### src/pkg/ulpi_phy_pkg.sv
package ulpi_phy_pkg;

	// Interface clock is an integer division of the reference clock
	localparam int         REF_CLK_MHZ   = 250;
	localparam int         IFC_CLK_MHZ   = 60;
	localparam int         CLK_DIV       = REF_CLK_MHZ / IFC_CLK_MHZ;
	localparam logic [1:0] DIV_LAST      = 2'(CLK_DIV - 1);
	localparam logic [1:0] DIV_HALF      = 2'(CLK_DIV / 2);
	localparam logic [7:0] POWERUP_TICKS = 8'h10;

	// Register byte offsets
	localparam logic [7:0] OTG_CONTROL_REGISTER_OFS  = 8'h00;
	localparam logic [7:0] FUNCTION_CONTROL_REGISTER_OFS = 8'h04;
	localparam logic [7:0] INTF_CTRL_OFS = 8'h08;
	localparam logic [7:0] TX_REQ_OFS    = 8'h0c;
	localparam logic [7:0] STATUS_OFS    = 8'h10;
	localparam logic [7:0] RX_DATA_OFS   = 8'h14;

	// Field positions
	localparam int OTG_INT_VBUS_BIT = 0;
	localparam int OTG_EXT_VBUS_BIT = 1;
	localparam int OTG_HOST_BIT     = 2;
	localparam int FUNC_SUSPEND_BIT = 0;
	localparam int INTF_SERIAL6_BIT = 0;
	localparam int INTF_SERIAL3_BIT = 1;
	localparam int TX_KIND_LSB      = 8;
	localparam int RX_VALID_BIT     = 8;
	localparam int ST_PEND_BIT      = 8;
	localparam int ST_ABORT_BIT     = 9;
	localparam int ST_DIR_BIT       = 10;

	// Reset values
	localparam logic [2:0] OTG_CONTROL_REGISTER_RST  = 3'h0;
	localparam logic       FUNCTION_CONTROL_REGISTER_RST = 1'b1;
	localparam logic [1:0] INTF_CTRL_RST = 2'h0;

	// Bus maps outside synchronous mode
	localparam logic [7:0] LP_OE_MASK  = 8'hff;
	localparam logic [7:0] SER_OE_MASK = 8'h38;

	typedef enum logic [1:0] {
		KIND_RXCMD = 2'h0,
		KIND_USB   = 2'h1,
		KIND_REGRD = 2'h2
	} send_kind_t;

	typedef enum logic [7:0] {
		ST_BOOT     = 8'h01,
		ST_IDLE     = 8'h02,
		ST_RECV     = 8'h04,
		ST_TURN_OUT = 8'h08,
		ST_SEND     = 8'h10,
		ST_TURN_IN  = 8'h20,
		ST_LOWPWR   = 8'h40,
		ST_SERIAL   = 8'h80
	} phy_state_t;

	typedef struct packed {
		logic        psel;
		logic        penable;
		logic        pwrite;
		logic [7:0]  paddr;
		logic [31:0] pwdata;
	} apb_req_t;

	typedef struct packed {
		logic [31:0] prdata;
		logic        pready;
		logic        pslverr;
	} apb_rsp_t;

	typedef struct packed {
		logic [7:0] data_o;
		logic [7:0] data_oe;
		logic       dir;
		logic       dir_oe;
		logic       nxt;
		logic       nxt_oe;
	} ulpi_pins_t;

endpackage

### src/rtl/ulpi_phy_ctrl.sv
// Behaviour
// - Host mode with external drive bit set pulls switch enable low.
// - Internal drive bit set turns on internal VBUS supply.
// - Active-low asynchronous reset clears every circuit; pin use optional.
// - DIR low by default; bus is input, device listens.
// - DIR high only for data to link, or blocking during boot/low power.
// - Chip select high floats DATA, DIR, NXT and ignores STP.
// - STP while DIR high aborts; DIR falls next interface cycle.
// - NXT low by default; with DIR low it requests next link byte.
// - With DIR high, NXT marks a valid USB byte on the bus.
// - NXT stays low for register read data and status bytes.
// - Device outputs interface clock that times all bus signalling.
// - Synchronous mode is default, entered after power-up clock settles.
// - Synchronous mode carries chirp, packets, register access, status bytes.
// - Every DIR change gives one turnaround cycle with bus invalid.
// - Low-power and serial modes give data lines fixed roles.
// - DIR high with NXT low means status byte unless register read data.
// - STP held high wakes low-power or serial mode back to synchronous.
// - Clearing suspend bit switches bus to low-power signal map.
//
// The register addresses and register access over APB are this design's own decisions.
`timescale 1ns/1ps
module ulpi_phy_ctrl
	import ulpi_phy_pkg::*;
(
	// Clock and reset
	input  wire logic       ref_clk,
	input  wire logic       rstn,
	// Register bus
	input  wire apb_req_t   apb_req,
	output apb_rsp_t        apb_rsp,
	// Link bus
	output logic            ifc_clk,
	input  wire logic       stp,
	input  wire logic       chip_select_n,
	input  wire logic [7:0] data_i,
	output ulpi_pins_t      ulpi,
	// Analog front end levels
	input  wire logic [1:0] linestate,
	input  wire logic       int_req,
	// VBUS control
	output logic            vbus_switch_enable_n_o,
	output logic            vbus_switch_enable_n_oe,
	output logic            internal_vbus_enable
);

	typedef struct packed {
		phy_state_t st;
		logic [1:0] div;
		logic       ifc_clk;
		logic [7:0] boot_cnt;
		ulpi_pins_t pins;
		logic       psw_oe;
		logic       int_vbus;
		logic [2:0] otg;
		logic       suspend_n;
		logic [1:0] intf;
		logic       tx_pend;
		send_kind_t tx_kind;
		logic [7:0] tx_byte;
		logic [7:0] rx_byte;
		logic       rx_valid;
		logic       aborted;
		apb_rsp_t   rsp;
	} core_t;

	localparam logic [2:0] IDX_NONE = 3'h7;

	core_t       core_reg;
	core_t       core_next;
	logic [12:0] pins_s;
	logic        stp_s;
	logic        cs_s;
	logic [1:0]  ls_s;
	logic        int_s;
	logic [7:0]  din_s;
	logic        tick;
	logic        access;
	logic        done;
	logic [2:0]  acc_idx;

	// Link pins arrive from outside this clock's domain
	pin_sync #(.WIDTH(13)) u_pin_sync (
		.ref_clk (ref_clk),
		.rstn    (rstn),
		.d       ({stp, chip_select_n, linestate, int_req, data_i}),
		.q       (pins_s)
	);
	assign {stp_s, cs_s, ls_s, int_s, din_s} = pins_s;

	function automatic logic [2:0] reg_index(input logic [7:0] addr);
		unique case (addr)
			OTG_CONTROL_REGISTER_OFS:  reg_index = 3'h0;
			FUNCTION_CONTROL_REGISTER_OFS: reg_index = 3'h1;
			INTF_CTRL_OFS: reg_index = 3'h2;
			TX_REQ_OFS:    reg_index = 3'h3;
			STATUS_OFS:    reg_index = 3'h4;
			RX_DATA_OFS:   reg_index = 3'h5;
			default:       reg_index = IDX_NONE;
		endcase
	endfunction

	assign tick    = (core_reg.div == DIV_LAST);
	assign acc_idx = reg_index(apb_req.paddr);
	assign access  = apb_req.psel & apb_req.penable & ~core_reg.rsp.pready;
	assign done    = apb_req.psel & apb_req.penable & core_reg.rsp.pready;

	always_comb begin
		core_next = core_reg;
		// Bus pins change at the interface clock's falling edge, mid-period for the link
		core_next.div = tick ? 2'h0 : 2'(core_reg.div + 2'h1);
		core_next.ifc_clk = (core_next.div >= DIV_HALF);
		core_next.psw_oe = core_reg.otg[OTG_HOST_BIT] & core_reg.otg[OTG_EXT_VBUS_BIT];
		core_next.int_vbus = core_reg.otg[OTG_INT_VBUS_BIT];

		// Read data is prepared in the first access cycle, taken when pready is seen
		core_next.rsp.pready = access;
		core_next.rsp.pslverr = access & (acc_idx == IDX_NONE);
		core_next.rsp.prdata = 32'h0;
		if (access && !apb_req.pwrite) begin
			unique case (acc_idx)
				3'h0: core_next.rsp.prdata = {29'h0, core_reg.otg};
				3'h1: core_next.rsp.prdata = {31'h0, core_reg.suspend_n};
				3'h2: core_next.rsp.prdata = {30'h0, core_reg.intf};
				3'h3: core_next.rsp.prdata = {22'h0, core_reg.tx_kind, core_reg.tx_byte};
				3'h4: core_next.rsp.prdata = {21'h0, core_reg.pins.dir, core_reg.aborted,
					core_reg.tx_pend, core_reg.st};
				3'h5: core_next.rsp.prdata = {23'h0, core_reg.rx_valid, core_reg.rx_byte};
				default: core_next.rsp.prdata = 32'h0;
			endcase
		end
		if (done && apb_req.pwrite) begin
			unique case (acc_idx)
				3'h0: core_next.otg = apb_req.pwdata[2:0];
				3'h1: core_next.suspend_n = apb_req.pwdata[FUNC_SUSPEND_BIT];
				3'h2: core_next.intf = apb_req.pwdata[1:0];
				3'h3: begin
					// A request is dropped while one is still waiting
					if (!core_reg.tx_pend) begin
						core_next.tx_pend = 1'b1;
						core_next.tx_byte = apb_req.pwdata[7:0];
						core_next.tx_kind = send_kind_t'(apb_req.pwdata[TX_KIND_LSB +: 2]);
					end
				end
				3'h4: core_next.aborted = 1'b0;
				default: ;
			endcase
		end
		if (done && !apb_req.pwrite && acc_idx == 3'h5) begin
			core_next.rx_valid = 1'b0;
		end

		// Hardware updates below override software clears in the same cycle
		if (tick) begin
			if (cs_s) begin
				// Deselected: float everything, freeze state, disregard STP
				core_next.pins.dir_oe = 1'b0;
				core_next.pins.nxt_oe = 1'b0;
				core_next.pins.data_oe = 8'h00;
			end else begin
				core_next.pins.dir_oe = 1'b1;
				core_next.pins.nxt_oe = 1'b1;
				unique case (core_reg.st)
					ST_BOOT: begin
						// Bus blocked until the interface clock has settled
						core_next.pins.dir = 1'b1;
						if (core_reg.boot_cnt == 8'(POWERUP_TICKS - 8'h01)) begin
							core_next.pins.dir = 1'b0;
							core_next.st = ST_TURN_IN;
						end else begin
							core_next.boot_cnt = 8'(core_reg.boot_cnt + 8'h01);
						end
					end
					ST_IDLE: begin
						if (din_s != 8'h00) begin
							core_next.rx_byte = din_s;
							core_next.rx_valid = 1'b1;
							core_next.pins.nxt = 1'b1;
							core_next.st = ST_RECV;
						end else if (!core_reg.suspend_n || core_reg.intf != 2'h0
							|| core_reg.tx_pend) begin
							core_next.pins.dir = 1'b1;
							core_next.st = ST_TURN_OUT;
						end
					end
					ST_RECV: begin
						if (stp_s) begin
							core_next.pins.nxt = 1'b0;
							core_next.st = ST_IDLE;
						end else begin
							core_next.rx_byte = din_s;
							core_next.rx_valid = 1'b1;
						end
					end
					ST_TURN_OUT: begin
						// Turnaround: DIR is high, data still undriven
						if (stp_s) begin
							core_next.pins.dir = 1'b0;
							core_next.tx_pend = 1'b0;
							core_next.aborted = 1'b1;
							core_next.st = ST_TURN_IN;
						end else if (!core_reg.suspend_n) begin
							// Low power outranks serial if software set both
							core_next.pins.data_oe = LP_OE_MASK;
							core_next.pins.data_o = {4'h0, int_s, 1'b0, ls_s};
							core_next.st = ST_LOWPWR;
						end else if (core_reg.intf != 2'h0) begin
							core_next.pins.data_oe = SER_OE_MASK;
							core_next.pins.data_o = {2'h0, ls_s, int_s, 3'h0};
							core_next.st = ST_SERIAL;
						end else if (core_reg.tx_pend) begin
							core_next.pins.data_oe = 8'hff;
							core_next.pins.data_o = core_reg.tx_byte;
							core_next.pins.nxt = (core_reg.tx_kind == KIND_USB);
							core_next.tx_pend = 1'b0;
							core_next.st = ST_SEND;
						end else begin
							core_next.pins.dir = 1'b0;
							core_next.st = ST_TURN_IN;
						end
					end
					ST_SEND: begin
						if (stp_s) begin
							core_next.aborted = 1'b1;
						end
						core_next.pins.dir = 1'b0;
						core_next.pins.data_oe = 8'h00;
						core_next.pins.nxt = 1'b0;
						core_next.st = ST_TURN_IN;
					end
					ST_LOWPWR: begin
						if (stp_s) begin
							core_next.pins.dir = 1'b0;
							core_next.pins.data_oe = 8'h00;
							core_next.suspend_n = 1'b1;
							core_next.st = ST_TURN_IN;
						end else begin
							// Restores the map after a deselect floated the bus
							core_next.pins.data_oe = LP_OE_MASK;
							core_next.pins.data_o = {4'h0, int_s, 1'b0, ls_s};
						end
					end
					ST_SERIAL: begin
						if (stp_s) begin
							core_next.pins.dir = 1'b0;
							core_next.pins.data_oe = 8'h00;
							core_next.intf = 2'h0;
							core_next.st = ST_TURN_IN;
						end else begin
							core_next.pins.data_oe = SER_OE_MASK;
							core_next.pins.data_o = {2'h0, ls_s, int_s, 3'h0};
						end
					end
					ST_TURN_IN: begin
						// Link's first byte after DIR fell is ignored
						core_next.st = ST_IDLE;
					end
					default: begin
						core_next.pins.dir = 1'b1;
						core_next.pins.data_oe = 8'h00;
						core_next.pins.nxt = 1'b0;
						core_next.st = ST_BOOT;
					end
				endcase
			end
		end
	end

	// DIR comes up high so the link is blocked during reset and boot
	always_ff @(posedge ref_clk or negedge rstn) begin
		if (!rstn) begin
			core_reg <= '{st: ST_BOOT, pins: '{dir: 1'b1, dir_oe: 1'b1, nxt_oe: 1'b1,
				default: '0}, otg: OTG_CONTROL_REGISTER_RST, suspend_n: FUNCTION_CONTROL_REGISTER_RST,
				intf: INTF_CTRL_RST, tx_kind: KIND_RXCMD, default: '0};
		end else begin
			core_reg <= core_next;
		end
	end

	assign apb_rsp                 = core_reg.rsp;
	assign ifc_clk                 = core_reg.ifc_clk;
	assign ulpi                    = core_reg.pins;
	assign vbus_switch_enable_n_o  = 1'b0;
	assign vbus_switch_enable_n_oe = core_reg.psw_oe;
	assign internal_vbus_enable    = core_reg.int_vbus;

	localparam int TICK_WAIT = 8;
endmodule

### src/rtl/pin_sync.sv
`timescale 1ns/1ps
module pin_sync
	import ulpi_phy_pkg::*;
#(
	parameter int WIDTH = 1
) (
	// Clock and reset
	input  wire logic             ref_clk,
	input  wire logic             rstn,
	// Raw pins and filtered levels
	input  wire logic [WIDTH-1:0] d,
	output logic      [WIDTH-1:0] q
);

	typedef struct packed {
		logic [WIDTH-1:0] s1;
		logic [WIDTH-1:0] s2;
		logic [WIDTH-1:0] s3;
		logic [WIDTH-1:0] q;
	} sync_t;

	sync_t sync_reg;
	sync_t sync_next;

	// A bit changes only once stages two and three agree; otherwise it holds
	always_comb begin
		sync_next = sync_reg;
		sync_next.s1 = d;
		sync_next.s2 = sync_reg.s1;
		sync_next.s3 = sync_reg.s2;
		sync_next.q = (sync_reg.s2 & sync_reg.s3) | (sync_reg.q & (sync_reg.s2 | sync_reg.s3));
	end

	always_ff @(posedge ref_clk or negedge rstn) begin
		if (!rstn) begin
			sync_reg <= '0;
		end else begin
			sync_reg <= sync_next;
		end
	end

	assign q = sync_reg.q;

endmodule

### config.mk
export PLATFORM = sky130hd
export DESIGN_NAME = ulpi_phy_ctrl
export DESIGN_NICKNAME = d
export VERILOG_FILES = /design/src/pkg/ulpi_phy_pkg.sv /design/src/rtl/ulpi_phy_ctrl.sv /design/src/rtl/pin_sync.sv
export SDC_FILE = /design/constraint.sdc
export NUM_CORES = 1
export LEC_CHECK = 0
export ABC_CLOCK_PERIOD_IN_PS = 4700
export BUFFER_PORTS_ARGS = -buffer_cell sky130_fd_sc_hd__buf_2
export CORE_ASPECT_RATIO = 0.8
export CORE_MARGIN = 3
export CORE_UTILIZATION = 50
export CTS_BUF_LIST = sky130_fd_sc_hd__clkbuf_4
export DETAILED_ROUTE_END_ITERATION = 12
export PLACE_DENSITY_LB_ADDON = 0.05
export SYNTH_ARGS = -nofsm -noshare
export SYNTH_HDL_FRONTEND = slang
export SYNTH_SLANG_ARGS = --single-unit
### constraint.sdc
create_clock -name ref_clk -period 4.7 [get_ports ref_clk]
set_input_delay 0.235 -clock ref_clk [delete_from_list [all_inputs] [get_ports ref_clk]]
set_output_delay 0.235 -clock ref_clk [all_outputs]
set_load 0.03 [all_outputs]
Word level (Yosys, flattened, before mapping). Index checks and enable logic that the tools add are counted.

$add $sub $neg: 2. Mux-type cells: 67. Equality and inequality tests: 43. Div/mod/pow operators: 0. Magnitude comparators: 1. Bitwise logic cells: 15. Shift operators: 0. Reduce and logical (&&, ||, !) cells: 28. $mul: 0.

Operator list (count): $mux 8 (12); $pmux 11 s6 (1); $mux 16 (4); $pmux 8 s7 (1); $eq 8x4->1 const B (4); $pmux 8 s4 (1); $mux 1 (27); $and 13x13->13 (2); $or 13x13->13 (2); $eq 8x5->1 const B (3); $pmux 8 s3 (1); $mux 11 (2); $ne 2x2->1 const B (11); $mux 9 (2); $pmux 3 s6 (1); $pmux 9 s2 (1); $reduce_and 9->1 (2); $eq 8x3->1 const B (2); $mux 14 (1); $mux 2 (6); $mux 6 (2); $mux 10 (1); $eq 3x3->1 const B (3); $ne 3x2->1 const B (3); other kinds (37) (61).

Output and inout bits: 58. Input bits: 58. RAM bits: 0. Latch bits: 0. Flip-flop bits (word level): 153. Memories kept: 0. Memory bits (read-only): 0. Word-level logic and storage cells: 183.

Depth between registers and ports, before layout.
Word-level depth: 12. Mapped depth: 11. Depth with buffers taken out: 10.

Hierarchy. Synthesis repeated with hierarchy kept, for this count alone.

Cell total of the unflattened synthesis: 463. Area total of the unflattened synthesis: 5634.2 um2.

By module, submodules not included: ulpi_phy_ctrl (sequential area each 1831.8 um2, instances 1, area each 4088.9 um2, cells an instance 385); pin_sync (sequential area each 1301.2 um2, instances 1, area each 1545.2 um2, cells an instance 78).

Least setup slack after synthesis. No wires, ideal clock.

Kind: input port to flip-flop. Start: input apb_req[33] (netlist bit). End: register core_reg[44] (netlist bit). Stages on the path: 10. Required time: 4575 ps. Path slack: 2243 ps. Arrival time: 2332 ps. Cells stage by stage: nor3_1 nand2_1 nor2_1 nand2_1 ha_1 nor3b_1 and3_1 nand3_1 nor2_2 mux2_2.

Cells in the longest elaborated chain, start to end: 4. Elaborated cells between the ends (all ways): 9. Classes of those cells: eq/ne (6); mux (1); reduce/logical (2).

RTL lines: start: declaration (RTL line ulpi_phy_ctrl.sv:30) `input wire apb_req_t apb_req,`; $eq 8x5->1 (tied with other cells) (RTL line ulpi_phy_ctrl.sv:92) `unique case (addr)`; $pmux 3 s6 (*) (RTL line ulpi_phy_ctrl.sv:92); $eq 3x2->1 (*) (RTL line ulpi_phy_ctrl.sv:133) `unique case (acc_idx)`; $reduce_and 3->1 (no line) (*); end signal: assignment (RTL line ulpi_phy_ctrl.sv:272) `core_reg <= '{st: ST_BOOT, pins: '{dir: 1'b1, dir_oe: 1'b1, nxt_oe: 1'b1,`; end signal: assignment (RTL line ulpi_phy_ctrl.sv:276) `core_reg <= core_next;`; end: declaration (RTL line ulpi_phy_ctrl.sv:69) `core_t core_reg;`.

Every way passes the cells marked *; elsewhere a longest branch is shown, timed or not. A chain may end at the register's enable or synchronous reset.

Worst setup path in the final report.
Start: input apb_req[33] (netlist bit). End: register core_reg[53] (netlist bit).

The elaborated chain is that of the path after synthesis.

==> impl_metrics.csv <==
group,metric,value,unit
drt,totalWireLength,11400,µm
synthesis,synth_edf_count,0,
worst_hold_path,hp-class,"in -> reg",
worst_setup_path,cp-start-kind,"input port",
power_and_ir_drop,p_per_area,376,nW/µm²
drt,avgViaCountPerCell,5.25,
drt,ant_nets,0,
sta,min_period,2.88,ns
placement,dp_cells,649,
synthesis,synth_top_family_by_area,"simple AND/OR/NAND/NOR gates",
synthesis,synth_area_per_cell,11.5,µm²
sta,setup_tns,0,ns
layout,nFillCells,887,
worst_setup_path,worst-path-buf-inv,1,
synthesis,synthDistinctLibCells,63,
placement,gp_congestion,0.906,
synthesis,synth_ff_type,"dfrtp_1",
die,initial_utilization,53.0,%
worst_setup_path,crit_type,"in -> reg",
synthesis,seq_area_frac_synth,55.7,%
grt,overflow,0,
outcome,status,"finished clean",
worst_setup_path,crit_arrival,3.28,ns
layout,synthToLayoutAreaGrowth,12.1,%
layout,final_util,59.5,%
synthesis,async_reset_ff_share,100,%
worst_setup_path,required,5.10,ns
power_and_ir_drop,p_switching,725,µW
worst_setup_path,cp_max_fo,12,
clocking,clockBufferDepth,2,
die,pin_count,116,
layout,instances_no_fill,707,
synthesis,muxShareOfSynthArea,7.45,%
worst_setup_path,slowest_delay,0.55,ns
sta,final_max_slew_viol_count,0,
grt,grt_usage,19.5,%
synthesis,ys_top_cells_by_area,"dfrtp_1, buf_4, mux2_2, nor2_1, maj3_1",
synthesis,synthDominantCellAreaShare,53.8,%
sta,worst_pin_slew,0.856,ns
sta,slew_headroom,42.9,%
synthesis,synth-compound-area-share,7.65,%
power_and_ir_drop,p_leak,0.00300,µW
drt,wl_per_cell,16.2,µm
synthesis,ys_warn_count,0,
power_and_ir_drop,clkPwrFrac,32.4,%
layout,nets,615,
power_and_ir_drop,p_total,2370,µW
clocking,clockRootBuffer,"clkbuf_4",
sta,finClkSkew,0.0202,ns
worst_setup_path,cpLargestDelayFamily,"simple AND/OR/NAND/NOR gates",
clocking,post_cts_buffers,0,
synthesis,synthCells,491,
drt,firstDrtPassIters,4,
synthesis,synth_area,5630,µm²
flow_run,cap_viol_max_count,0,
layout,antenna_cells,0,
die,core-area,10600,µm²
clocking,cts_tree,"yes",
grt,grt_pass1_wl,19300,µm
grt,grt_max_degree,67,
worst_setup_path,cp-end-kind,"flop",
sta,period_share,61.3,%
drt,routed-via-count,3711,
power_and_ir_drop,combPwrFrac,14.5,%
clocking,h-tree-depth,4,
power_and_ir_drop,power.share.sequential,53.1,%
synthesis,synthAdderAreaFrac,2.98,%
power_and_ir_drop,internal_power,1650,µW
synthesis,synth_area_leader_cell,"dfrtp_1",
power_and_ir_drop,vdd_drop_max,0.284,mV
die,dieArea,12600,µm²
clocking,post_cts_resized,0,
layout,largest_reg_flops,44,
placement,hpwl,7900,µm
synthesis,synth.most_common_cell,"dfrtp_1",
sta,hold_viol,0,
clocking,cts_buffers,17,
synthesis,yosys.area_share.simple,15.1,%
sta,rsz0062_at_grt,"false",
synthesis,synth_seq_cells,125,
die,row_count,33,
grt,grt_pass1_vias,3756,
worst_setup_path,cp_slowest_cell,"nor3_1",
clocking,clk_latency,0.51,ns
worst_setup_path,cp_common_cell,"nand2_1",
clocking,clk_pin_slew,0.11,ns
layout,layout-drive-gt1-share,26.3,%
drt,route.detailed.drc,0,
synthesis,synth.cells.most_frequent,"dfrtp_1, buf_4, nor2_1",
power_and_ir_drop,switching_share,30.5,%
worst_setup_path,crit_chain,"buf_2 > nor3_1 > nand2_1 > nor2_1 > nand2_1 > ha_1 > nor3b_1 > and3_1 > nand3_1 > nor2_2 > mux2_2",
die,die_h,101,µm
clocking,clock_sinks,125,
placement,port_buffers,71,
drt,drt_iter0_drc,228,
sta,setup_violations,0,
sta,timing.fmax,347,MHz
grt,antenna_found_initial,0,
die,die_width,125,µm
synthesis,synth_xor_area_share,1.40,%
-- what timing repair did --
| action | CTS | global route |
|---|---|---|
| setup endpoints to repair | 0 | 0 |
| endpoints found under the hold margin | 92 | 0 |
| hold buffers | 26 | 0 |
-- cell usage in the layout (no fill, tap or decap), drive strengths merged, types with 7 or more instances in the layout --
cell           n
mux2i          7
nor4           7
buf           73
nand2         25
nor3          11
maj3          13
dlygate4sd3   26
o21ai         12
nand3         18
clkbuf        19
a21oi         25
inv           17
mux2          31
dfrtp        121
xor2           8
nor3b          9
conb          22
nor2          40
-- logic make-up after synthesis --
family,count (synthesis)
and+or+nand+nor,148
DFF,125
buffers and inverters,87
AOI/OAI and AO/OA,67
muxes,38
adders and majority gates,16
xor gates and xnor gates,9
other,1
-- stage by stage --
step / setup WS, ns / hold WS (ns) / cell area (µm²)
after floorplan: 2.24 / -0.0606 / 5710
after global placement: 1.44 / 0.332 / 5750
after CTS: 1.90 / 0.0826 / 6310
after global routing: 1.59 / 0.133 / 6310
final: 1.82 / 0.125 / 6310
after detailed placement: 1.31 / 0.335 / 5750
-- power by group through the flow --
| stage | Combinational, µW | Sequential (µW) | Clock [µW] |
|---|---|---|---|
| 2_1_floorplan | 300 | 1220 | 0 |
| 3_3_place_gp | 324 | 1280 | 0 |
| 3_5_place_dp | 327 | 1280 | 0 |
| 4_1_cts | 346 | 1260 | 796 |
| 5_1_grt | 388 | 1270 | 845 |
| 6_report | 345 | 1260 | 770 |
-- worst paths after layout --
kind                                               start                       end  slack, ns  cells after the start
worst max-delay path                         apb_req[33]              core_reg[53]       1.82                     11
worst min-delay path                         apb_req[40]                apb_rsp[3]       0.13                      4
worst max register to register              core_reg[99]                  ulpi[19]       2.30                      4
worst min register to register  u_pin_sync.sync_next[27]  u_pin_sync.sync_next[14]       0.35                      0
max in group asynchronous                           rstn  u_pin_sync.sync_next[27]       3.08                      3
min in group asynchronous                           rstn              core_reg[92]       0.36                      2
-- tightest hold or removal path: cells and delay by family --
kind	cells	cell delay, ns
buf+inv	2	0.12
compound gates	2	0.24
-- layout make-up --
| cell class | instances | area [µm²] | share of cell area [%] |
|---|---|---|---|
| clock buffers | 19 | 143 | 2.26 |
| clock inverters | 13 | 155 | 2.46 |
| inverters | 11 | 41.3 | 0.654 |
| multi-input cells | 300 | 2030 | 32.2 |
| flip-flops and latches | 125 | 3130 | 49.7 |
| well taps | 140 | 175 | 2.78 |
| repair buffers | 99 | 633 | 10.0 |
-- per-layer routing --
layer / vias to the layer above / track usage, % / share of wire (%)
met1: 1774 / 26.9 / 47
met4: 0 / 7.16 / 2.0
met2: 134 / 29.4 / 44
met3: 18 / 5.67 / 7.2
li1: 1785 / - / -
met5: - / 0 / 0
(Power assumes the default switching activity.)
